$ cat config.mk
export PLATFORM = sky130hd
export DESIGN_NAME = sdcp_cmd_pipe
export DESIGN_NICKNAME = d
export VERILOG_FILES = /design/src/hw/sdcp_pkg.sv /design/src/hw/sdcp_pipe_stage.sv /design/src/hw/sdcp_cmd_pipe.sv
export SDC_FILE = /design/constraint.sdc
export NUM_CORES = 1
export LEC_CHECK = 0
export BUFFER_PORTS_ARGS = -buffer_cell sky130_fd_sc_hd__clkbuf_2
export CORE_AREA = 2 2 92 129
export CTS_CLUSTER_DIAMETER = 100
export DETAILED_ROUTE_END_ITERATION = 8
export DIE_AREA = 0 0 94 131
export PLACE_DENSITY = 0.73
export SETUP_SLACK_MARGIN = 0.4
export SLEW_MARGIN = 20
export SYNTH_ARGS = -nofsm -noshare
export SYNTH_HDL_FRONTEND = slang
export SYNTH_HIERARCHICAL = 1
export SYNTH_SLANG_ARGS = --single-unit
$ cat constraint.sdc
create_clock -name sys_clk -period 4.15 [get_ports sys_clk]
set_input_delay 0.83 -clock sys_clk [delete_from_list [all_inputs] [get_ports sys_clk]]
set_output_delay 0.83 -clock sys_clk [all_outputs]
set_load 0.02 [all_outputs]
$ cat src/hw/sdcp_pkg.sv
// Purpose: Shared constants for the command pipeline and refresh block.
// Assumes: One system clock; memory commands are {ras_n, cas_n, we_n}.
// Notes:   Cycle counts are stored as count minus one for the wait timer.
package sdcp_pkg;
    // =====================================================================
    // Register map
    // =====================================================================
    localparam logic [3:0] OFF_CTRL = 4'h0;
    localparam logic [3:0] OFF_REFI = 4'h4;
    localparam logic [3:0] OFF_STAT = 4'h8;
    localparam int CTRL_USER_REF = 0;
    localparam int CTRL_DLL_GATE = 1;
    localparam logic [1:0]  CTRL_RESET   = 2'h0;
    localparam logic [15:0] REFI_MAX     = 16'hfffe;
    localparam logic [15:0] REFI_LEAD    = 16'h0010;
    localparam int STAT_BUSY = 0;
    localparam int STAT_UPEND = 1;
    localparam int STAT_CNT_LSB = 16;

    // =====================================================================
    // Memory commands and timing
    // =====================================================================
    localparam logic [2:0] CMD_NOP = 3'h7;
    localparam logic [2:0] CMD_ACT = 3'h3;
    localparam logic [2:0] CMD_RD  = 3'h5;
    localparam logic [2:0] CMD_WR  = 3'h4;
    localparam logic [2:0] CMD_PRE = 3'h2;
    localparam logic [2:0] CMD_REF = 3'h1;
    localparam logic [3:0] TRCD_WAIT = 4'h1;
    localparam logic [3:0] TWR_WAIT  = 4'h1;
    localparam logic [3:0] TRP_WAIT  = 4'h1;
    localparam logic [3:0] TRFC_WAIT = 4'h6;
    localparam logic [3:0] WAIT_ZERO = 4'h0;

    typedef enum logic [2:0] {
        ST_IDLE, ST_ACT_WAIT, ST_WR_REC, ST_PRE_WAIT, ST_REF_WAIT
    } sdcp_state_t;
endpackage

$ cat src/hw/sdcp_pipe_stage.sv
// Purpose: One register stage of the command and address path.
// Assumes: Clock edge choice is fixed at elaboration.
// Notes:   Reset loads the idle pattern so the memory sees no command.
`timescale 1ns/1ns
`default_nettype none
module sdcp_pipe_stage #(
    parameter int               WIDTH    = 8,
    parameter bit               NEG_EDGE = 1'b0,
    parameter logic [WIDTH-1:0] RST_VAL  = '1
) (
    // Clock and reset
    input  wire logic             sys_clk,
    input  wire logic             reset_n,
    // Data
    input  wire logic [WIDTH-1:0] d_in,
    output var  logic [WIDTH-1:0] q_out
);
    // =====================================================================
    // Stage register
    // =====================================================================
    generate
        if (NEG_EDGE)
        begin : g_neg
            // Falling edge gives the memory half a cycle of setup margin.
            always_ff @(negedge sys_clk or negedge reset_n)
            begin
                if (!reset_n) q_out <= RST_VAL;
                else          q_out <= d_in;
            end
        end
        else
        begin : g_pos
            // Rising edge stage adds one whole cycle of latency.
            always_ff @(posedge sys_clk or negedge reset_n)
            begin
                if (!reset_n) q_out <= RST_VAL;
                else          q_out <= d_in;
            end
        end
    endgenerate
endmodule // sdcp_pipe_stage
`default_nettype wire

$ cat src/hw/sdcp_cmd_pipe.sv
// Purpose: Command scheduler, refresh options and output pipeline.
// Assumes: Local inputs synchronous to sys_clk; one bank opened per access.
// Notes:   Pipeline options are structural parameters; refresh mode and
//          DLL gating are software controlled.
//
// The address map and the address-and-strobe port were left to the implementer.
`timescale 1ns/1ns
`default_nettype none
module sdcp_cmd_pipe #(
    parameter int          ADDR_W        = 13,
    parameter bit          ADDR_CMD_PIPE = 1'b1,
    parameter bit          EXTRA_PIPE    = 1'b0,
    parameter bit          NEG_EDGE      = 1'b0,
    parameter logic [15:0] REFI_DEFAULT  = sdcp_pkg::REFI_MAX
) (
    // Clock and reset
    input  wire logic              sys_clk,
    input  wire logic              reset_n,
    // Register port
    input  wire logic [3:0]        reg_addr,
    input  wire logic [31:0]       reg_wdata,
    input  wire logic              reg_wr,
    input  wire logic              reg_rd,
    output var  logic [31:0]       reg_rdata,
    // Local request side
    input  wire logic              local_req,
    input  wire logic              local_write,
    input  wire logic [ADDR_W-1:0] local_row,
    input  wire logic [ADDR_W-1:0] local_col,
    output var  logic              local_ready,
    input  wire logic              local_refresh_req,
    output var  logic              local_refresh_ack,
    // Memory side
    output logic [2:0]             mem_cmd,
    output logic [ADDR_W-1:0]      mem_addr,
    output var  logic              dll_update_en
);
    // =====================================================================
    // Pipeline shape
    // =====================================================================
    localparam bit EXTRA_EN = ADDR_CMD_PIPE && EXTRA_PIPE;
    localparam int NSTAGE = 1 + int'(ADDR_CMD_PIPE) + int'(EXTRA_EN);
    localparam int PW = 3 + ADDR_W;
    localparam logic [PW-1:0] PIPE_IDLE =
        {sdcp_pkg::CMD_NOP, {ADDR_W{1'b0}}};

    sdcp_pkg::sdcp_state_t state_reg, state_next;
    logic [3:0]        wait_reg, wait_next;
    logic [1:0]        ctrl_reg;
    logic [15:0]       refi_reg, refi_cnt_reg;
    logic              user_pend_reg, is_write_reg;
    logic [ADDR_W-1:0] col_reg;
    logic [2:0]        cmd_next;
    logic [ADDR_W-1:0] addr_next;
    logic [31:0]       rdata_next;

    wire user_mode = ctrl_reg[sdcp_pkg::CTRL_USER_REF];
    wire dll_gate  = ctrl_reg[sdcp_pkg::CTRL_DLL_GATE];
    wire wait_done = (wait_reg == sdcp_pkg::WAIT_ZERO);
    wire ref_issue = (cmd_next == sdcp_pkg::CMD_REF);
    wire accept    = local_ready && local_req;
    wire [15:0] refi_lim = (refi_reg > sdcp_pkg::REFI_LEAD) ?
        refi_reg - sdcp_pkg::REFI_LEAD : 16'h0000;
    wire auto_due  = !user_mode && (refi_cnt_reg >= refi_lim);
    wire ref_due   = user_mode ? user_pend_reg : auto_due;
    wire ready_next = (state_next == sdcp_pkg::ST_IDLE) && !ref_due;

    // =====================================================================
    // Register port
    // =====================================================================
    // Writes above the limit are clamped so the interval never exceeds it.
    wire [15:0] refi_wr = (reg_wdata[15:0] > sdcp_pkg::REFI_MAX) ?
        sdcp_pkg::REFI_MAX : reg_wdata[15:0];
    wire wr_ctrl = reg_wr && (reg_addr == sdcp_pkg::OFF_CTRL);
    wire wr_refi = reg_wr && (reg_addr == sdcp_pkg::OFF_REFI);

    // Read mux; unmapped offsets and idle cycles return zero.
    always_comb
    begin
        rdata_next = 32'h0000_0000;
        if (reg_rd)
        begin
            unique case (reg_addr)
                sdcp_pkg::OFF_CTRL: rdata_next[1:0]  = ctrl_reg;
                sdcp_pkg::OFF_REFI: rdata_next[15:0] = refi_reg;
                sdcp_pkg::OFF_STAT:
                begin
                    rdata_next[sdcp_pkg::STAT_BUSY]  = !local_ready;
                    rdata_next[sdcp_pkg::STAT_UPEND] = user_pend_reg;
                    rdata_next[sdcp_pkg::STAT_CNT_LSB +: 16] = refi_cnt_reg;
                end
                default: rdata_next = 32'h0000_0000;
            endcase
        end
    end

    always_ff @(posedge sys_clk or negedge reset_n)
    begin
        if (!reset_n)
        begin
            ctrl_reg  <= sdcp_pkg::CTRL_RESET;
            refi_reg  <= REFI_DEFAULT;
            reg_rdata <= 32'h0000_0000;
        end
        else
        begin
            if (wr_ctrl) ctrl_reg <= reg_wdata[1:0];
            if (wr_refi) refi_reg <= refi_wr;
            reg_rdata <= rdata_next;
        end
    end

    // =====================================================================
    // Command scheduler
    // =====================================================================
    // Refresh only starts from idle, where every bank is already closed.
    always_comb
    begin
        state_next = state_reg;
        wait_next  = wait_done ? wait_reg : wait_reg - 4'h1;
        cmd_next   = sdcp_pkg::CMD_NOP;
        addr_next  = '0;
        unique case (state_reg)
            sdcp_pkg::ST_IDLE:
                if (accept)
                begin
                    cmd_next   = sdcp_pkg::CMD_ACT;
                    addr_next  = local_row;
                    wait_next  = sdcp_pkg::TRCD_WAIT;
                    state_next = sdcp_pkg::ST_ACT_WAIT;
                end
                else if (ref_due)
                begin
                    cmd_next   = sdcp_pkg::CMD_REF;
                    wait_next  = sdcp_pkg::TRFC_WAIT;
                    state_next = sdcp_pkg::ST_REF_WAIT;
                end
            sdcp_pkg::ST_ACT_WAIT:
                if (wait_done)
                begin
                    cmd_next   = is_write_reg ? sdcp_pkg::CMD_WR
                                              : sdcp_pkg::CMD_RD;
                    addr_next  = col_reg;
                    wait_next  = sdcp_pkg::TWR_WAIT;
                    state_next = sdcp_pkg::ST_WR_REC;
                end
            sdcp_pkg::ST_WR_REC:
                if (wait_done)
                begin
                    cmd_next   = sdcp_pkg::CMD_PRE;
                    wait_next  = sdcp_pkg::TRP_WAIT;
                    state_next = sdcp_pkg::ST_PRE_WAIT;
                end
            sdcp_pkg::ST_PRE_WAIT,
            sdcp_pkg::ST_REF_WAIT:
                if (wait_done) state_next = sdcp_pkg::ST_IDLE;
        endcase
    end

    always_ff @(posedge sys_clk or negedge reset_n)
    begin
        if (!reset_n)
        begin
            state_reg    <= sdcp_pkg::ST_IDLE;
            wait_reg     <= sdcp_pkg::WAIT_ZERO;
            local_ready  <= 1'b0;
            is_write_reg <= 1'b0;
            col_reg      <= '0;
        end
        else
        begin
            state_reg   <= state_next;
            wait_reg    <= wait_next;
            local_ready <= ready_next;
            if (accept)
            begin
                is_write_reg <= local_write;
                col_reg      <= local_col;
            end
        end
    end

    // =====================================================================
    // Refresh bookkeeping and DLL gate
    // =====================================================================
    // A request landing in the issue cycle is kept: set beats clear.
    always_ff @(posedge sys_clk or negedge reset_n)
    begin
        if (!reset_n)
        begin
            user_pend_reg     <= 1'b0;
            refi_cnt_reg      <= 16'h0000;
            local_refresh_ack <= 1'b0;
            dll_update_en     <= 1'b1;
        end
        else
        begin
            if (local_refresh_req)
                user_pend_reg <= 1'b1;
            else if (ref_issue)
                user_pend_reg <= 1'b0;
            if (ref_issue)
                refi_cnt_reg <= 16'h0000;
            else if (refi_cnt_reg != 16'hffff)
                refi_cnt_reg <= refi_cnt_reg + 16'h0001;
            local_refresh_ack <= ref_issue;
            // Gating holds the DLL still everywhere outside refresh issue and refresh wait to cut jitter.
            dll_update_en <= !dll_gate || ref_issue ||
                             (state_next == sdcp_pkg::ST_REF_WAIT);
        end
    end

    // =====================================================================
    // Output pipeline
    // =====================================================================
    logic [PW-1:0] pipe_w [0:NSTAGE];
    assign pipe_w[0] = {cmd_next, addr_next};
    genvar gi;
    generate
        for (gi = 0; gi < NSTAGE; gi++)
        begin : g_stage
            // The last stage is the output register; the first of three
            // is the extra stage and shares its edge choice.
            localparam bit NEG = NEG_EDGE && ((gi == NSTAGE - 1) ||
                                 (EXTRA_EN && gi == 0));
            sdcp_pipe_stage #(
                .WIDTH    (PW),
                .NEG_EDGE (NEG),
                .RST_VAL  (PIPE_IDLE)
            ) u_stage (
                .sys_clk (sys_clk),
                .reset_n (reset_n),
                .d_in    (pipe_w[gi]),
                .q_out   (pipe_w[gi+1])
            );
        end
    endgenerate
    assign mem_cmd  = pipe_w[NSTAGE][PW-1 -: 3];
    assign mem_addr = pipe_w[NSTAGE][ADDR_W-1:0];

    // =====================================================================
    // Checks
    // =====================================================================
    localparam int RC_LAT = NSTAGE;
endmodule // sdcp_cmd_pipe
`default_nettype wire

# Word level (Yosys, flattened, before mapping)
# Cells that the tools add are included.
# classes
addsub,3
magnitude_cmp,3
n_eq_ne,9
muxes,31
n_reduce_logical,19
# op_table
cell,count
$mux W16,5
$mux W32,1
$mux W13,2
$pmux W13 S2,1
$mux W3,8
$add A16 B1 Y16 const B,1
$ge A16 B16 Y1,1
$gt A16 B16 Y1 const B,1
$gt A16 B5 Y1 const B,1
$mux W4,4
$ne A16 B16 Y1 const B,1
$sub A16 B5 Y16 const B,1
$mux W14,1
$pmux W3 S4,1
$pmux W3 S3,1
$logic_not A4 Y1,2
$pmux W4 S2,1
$eq A3 B1 Y1 const B,2
$eq A3 B2 Y1 const B,2
$eq A3 B3 Y1 const B,2
$logic_not A3 Y1,2
$pmux W2 S3,1
$logic_and A1 B1 Y1,5
$eq A4 B3 Y1 const B,1
other kinds (8),17
# word_totals
reg_bits,123
out_inout_bits,51
elab_cells,79

# Depth between registers and ports, before layout
# logic_depth
depth_word,11
ltp_mapped,16
ltp_nobuf,14

# Hierarchy
# The synthesis kept the hierarchy.
# modules_own_cells
module,n_inst,cells_per_inst,area_each_um2,seq_area_each_um2
sdcp_cmd_pipe,1,419,4614.4,2297.2
sdcp_pipe_stage,2,16,404.1,404.1

# Least setup slack after synthesis
# No wires, ideal clock.
# synth_path
path_type,reg-to-reg
start,register refi_reg[9]
end,register refi_cnt_reg[0]
t_arrival_ns,3.038
required_ns,4.079
path_slack_ns,1.040
stages_incl_launch_ff,14
n_path_buf,3
period_less_slack_ns,3.110
path_cell_list,dfstp_2 nor4_1 or4b_1 clkbuf_2 buf_6 nand2_1 ha_1 a211oi_1 o221ai_1 o32a_2 nand3_4 clkinv_4 buf_8 nor2_1
# synth_between
elab_chain_len,10
elab_cells_between_ends,12
# synth_rtl
element,line_no,source
start: declaration,sdcp_cmd_pipe.sv:50,"logic [15:0] refi_reg, refi_cnt_reg;"
start signal: assignment,sdcp_cmd_pipe.sv:108,if (wr_refi) refi_reg <= refi_wr;
$sub A16 B5 Y16 / $gt A16 B5 Y1 (equally long branches),"sdcp_cmd_pipe.sv:63, sdcp_cmd_pipe.sv:62",
$mux W16 (*),sdcp_cmd_pipe.sv:62,wire [15:0] refi_lim = (refi_reg > sdcp_pkg::REFI_LEAD) ?
$ge A16 B16 Y1 (*),sdcp_cmd_pipe.sv:64,wire auto_due = !user_mode && (refi_cnt_reg >= refi_lim);
$logic_and A1 B1 Y1 (*),sdcp_cmd_pipe.sv:64,
$mux W1 (*),sdcp_cmd_pipe.sv:65,wire ref_due = user_mode ? user_pend_reg : auto_due;
$mux W3 (*),sdcp_cmd_pipe.sv:132,else if (ref_due)
$mux W3 (*),sdcp_cmd_pipe.sv:125,if (accept)
$pmux W3 S3 (*),sdcp_cmd_pipe.sv:123,unique case (state_reg)
$eq A3 B1 Y1 (*),sdcp_cmd_pipe.sv:60,wire ref_issue = (cmd_next == sdcp_pkg::CMD_REF);
named net ref_issue,sdcp_cmd_pipe.sv:60,
$mux W16 / $reduce_bool A2 Y1 (equally long branches),-,
end signal: assignment,sdcp_cmd_pipe.sv:205,refi_cnt_reg <= refi_cnt_reg + 16'h0001;
end: declaration,sdcp_cmd_pipe.sv:50,
# Mark *: on every way through the listed nets, which the timed path passes. The rest lies on a longest branch.
# A chain may end at the register's enable or synchronous reset.

# Worst setup path in the final report
# layout_path
start,register refi_reg[9]
end,register refi_cnt_reg[10]
# layout_between
elab_chain_len,10
elab_cells_between_ends,12
# layout_rtl
element,line_no
$sub A16 B5 Y16 / $gt A16 B5 Y1 (equally long branches),"sdcp_cmd_pipe.sv:63, sdcp_cmd_pipe.sv:62"
$mux W16 (*),sdcp_cmd_pipe.sv:62
$ge A16 B16 Y1 (*),sdcp_cmd_pipe.sv:64
$logic_and A1 B1 Y1 (*),sdcp_cmd_pipe.sv:64
$mux W1 (*),sdcp_cmd_pipe.sv:65
$mux W3 (*),sdcp_cmd_pipe.sv:132
$mux W3 (*),sdcp_cmd_pipe.sv:125
$pmux W3 S3 (*),sdcp_cmd_pipe.sv:123
$eq A3 B1 Y1 (*),sdcp_cmd_pipe.sv:60
$mux W16 / $reduce_bool A2 Y1 (equally long branches),-
# Every way passes the cells marked *; elsewhere a longest branch is shown, timed or not.

==> results.md <==
- Gpl congestion: approximately 0.8
- Final ANT Viol Nets: 0
- Die height: between 100 and 150 µm
- Setup crit start kind: register
- Die area: about 12,000 µm²
- Slew @ Worst Pin: ~960 ps
- Slew Viols, Final: 0
- Post-synthesis net count: approximately 540
- Critical path depth: 10
- Pwr dens: around 630 nW/µm²
- Die W: ~94 µm
- Max Buffers Root-to-Sink: 2
- Register area share after synthesis: between 50% and 60%
- Reg-to-reg startpoint: refi_reg[9]
- CP top delay family: simple AND/OR/NAND/NOR gates
- WP data arrival: 3800 ps
- Area grow syn2layout: 23.5%
- Total routed wirelength: about 11,000 µm
- Yosys cell types: 54
- Routed WL per cell: about 16 µm
- R2r endpoint: refi_cnt_reg[10]
- Cell Chain, Critical Path: nor4_1, or4b_4, nand2_1, ha_1, a211oi_1, o221ai_1, o32a_2, nand3_4, clkinv_4, a311oi_1
- Max incr delay on CP: 630 ps
- Critical path capture point type: register
- Hpwl dp: approximately 7900 µm
- Most frequently used flop master after synthesis: dfrtp_1
- Async SR Flop Fraction: 100%
- Hold Vio Cnt, Final: 0
- # DRC: 0
- Number of global-route vias before repair: just under 4,000
- Worst-Skew Late Latency: about 420 ps
- Hold Path End: g_stage[1].u_stage/q_out[6]
- Status: completed
- DR pass1 iterations: 4
- Post-route clock period utilization: 84.3%
- Hold Startpoint: g_stage[0].u_stage/q_out[6]
- Req. time, crit path: 4460 ps
- Number of CTS-inserted buffers: 17
- Number of setup violations in the final report: 0
- Syn Area/Cell: about 12 µm²
- Vias per cell: approximately 5.3
- First-pass GRT wire length: approximately 18,000 µm
- Flop-to-flop setup slack: ~650 ps
- Max Fclk: ~290 MHz
- Initial antenna violation count: 0
- Vias: around 3,800
- CTS Root Cell: clkbuf_16
- Rel. slew slack: around 36%
- Final Power: ~4.2 mW
- Number of synthesized flops with an enable pin: 0
- Synth Warn #: 6
- Crit-path slowest cell: or4b_4
- Post-CTS Setup Bufs: 0
- Ratio of cells with drive above 1 in the final layout: 36.6%
- Synthesized instance count: approximately 450
- Largest cells by area after synthesis: dfrtp_1 47%, dfstp_2 11%, mux2_2 6.6%
- Maxcap violations: 0
- Nets: between 600 and 700
- Synth top area share: a little under half
- Htree depth: 4
- Cell Area, Synth: between 5000 and 6000 µm²
- #FFs+latches synth: around 120
- # diodes: 0
- Buf/Inv on CP: 1
- Largest net degree at the start of global routing: around 120
- Maximum VDD drop: 337 µV
- GRT Util Overall: 19.6%
- Worst hold path type: reg2reg
- Setup Crit Path Kind: reg2reg
- RSZ-0062 raised after global routing: no
- Biggest regs: g_stage.u_stage/q_out: 32 flops, reg_rdata: 32 flops
- Hold slack: 345 ps
- Std-Cell Rows: 46
- Setup Skew: 7.06 ps
- Leakage: ~3.2 nW
- Final min period: ~3500 ps
- Hold Buf Count CTS: 0
- Synth area leader: dfrtp_1
- Fillers: between 900 and 1,000
- R2R depth: 10
- Port Buffers: approximately 100
- Core area: 11,200 µm²
- TritonCTS Sinks: roughly 120
- Sum Neg Setup Slack: 0 ps
- CTS tree: built
- Initial Utilization: around half
- Ports: between 100 and 150
- Initial DRC count: approximately 220
- Clock slew at reported path FFs: 60 ps
- Grt ovf: 0
- Hold Crit Depth: 0
- Crit-path max FO: 18
==> worst reg2reg max path, cell delays in order, from the launching register on <==
cell and delay (ps):
dfstp_2 390, nor4_1 500, or4b_4 630, nand2_1 110, ha_1 250, a211oi_1 260, o221ai_1 180, o32a_2 500
nand3_4 140, clkinv_4 150, a311oi_1 270
==> Yosys cell counts (3+ instances only) <==
cell type	number
dfrtp_1	101
nor2_1	40
nand2_1	36
and2_1	32
mux2_2	32
dfstp_2	22
ha_1	21
xnor2_1	17
a22o_1	14
inv_1	13
a21oi_1	11
nand3_1	9
clkbuf_1	8
nand4_1	8
nor3_1	7
o21ai_0	7
xor2_1	6
nor3_2	5
mux2i_1	4
nor4_1	4
a211oi_1	3
a31oi_1	3
and4_4	3
buf_6	3
nand2b_1	3
==> worst max path at each step <==
stage	start	end	slack, ps
floorplan	refi_reg[9]	refi_cnt_reg[0]	1040
global placement	refi_reg[0]	refi_cnt_reg[10]	680
detailed placement	refi_reg[9]	refi_cnt_reg[10]	520
CTS	refi_reg[9]	refi_cnt_reg[10]	520
global route	refi_reg[0]	refi_cnt_reg[10]	420
finish	refi_reg[9]	refi_cnt_reg[10]	650
==> report_power, final <==
group          internal, mW  switching, mW
Clock                 0.996          0.536
Combinational         0.424          0.524
Sequential             1.49          0.229
==> cell families after synthesis <==
family,synth area share [%]
AO/OA/AOI/OAI,7.68
XOR/XNOR,3.71
multiplexers,7.38
flip-flops,57.3
adder cells (fa/ha/maj),4.85
buffers and inverters,2.86
AND/OR/NAND/NOR,16.2
==> layout make-up <==
cell class	count	area (µm²)	area share [%]
Timing Repair Buffer	105	546	8.15
Clock inverter	12	160	2.39
Multi-Input combinational cell	298	2180	32.5
Tap cell	144	180	2.69
Inverter	15	61.3	0.916
Sequential cell	123	3110	46.4
Clock buffer	20	467	6.97
==> metrics by stage <==
stage | worst slack, ps | utilization [%] | std cells | area (µm²)
3_3_place_gp | 684 | 54.0 | 685 | 6060
2_1_floorplan | 1040 | - | 451 | 5420
6_report | 651 | 59.7 | 717 | 6700
4_1_cts | 519 | 59.6 | 717 | 6690
3_5_place_dp | 525 | 54.0 | 685 | 6060
5_1_grt | 422 | 59.7 | 717 | 6700
==> timing repair <==
item / CTS / global route
hold endpoints to repair: 0 / 0
gates resized for setup: 0 / 1
endpoints found under the setup margin: 0 / 9
==> layout by cell type (no fill, tap or decap), types with 4 or more instances in the layout <==
cell / Yosys / routed
a21oi_1: 11 / 11
a22o_1: 14 / 14
and2_1: 32 / 32
clkbuf_16: 0 / 17
clkbuf_2: 1 / 102
clkinvlp_4: 0 / 4
dfrtp_1: 101 / 101
dfstp_2: 22 / 22
ha_1: 21 / 21
inv_1: 13 / 13
mux2_2: 32 / 32
mux2i_1: 4 / 4
nand2_1: 36 / 36
nand3_1: 9 / 9
nand4_1: 8 / 8
nor2_1: 40 / 40
nor3_1: 7 / 6
nor3_2: 5 / 6
nor4_1: 4 / 4
o21ai_0: 7 / 7
xnor2_1: 17 / 17
xor2_1: 6 / 6
==> routing by layer <==
| layer | part of all wire (%) | wire length, µm | GRT usage (%) |
|---|---|---|---|
| met4 | 2.7 | 307 | 9.63 |
| met2 | 55 | 6250 | 35.2 |
| met5 | 0 | 0 | 0 |
| met1 | 37 | 4200 | 20.7 |
| met3 | 4.6 | 520 | 5.91 |
No activity file was read; power rests on OpenSTA's default activity.
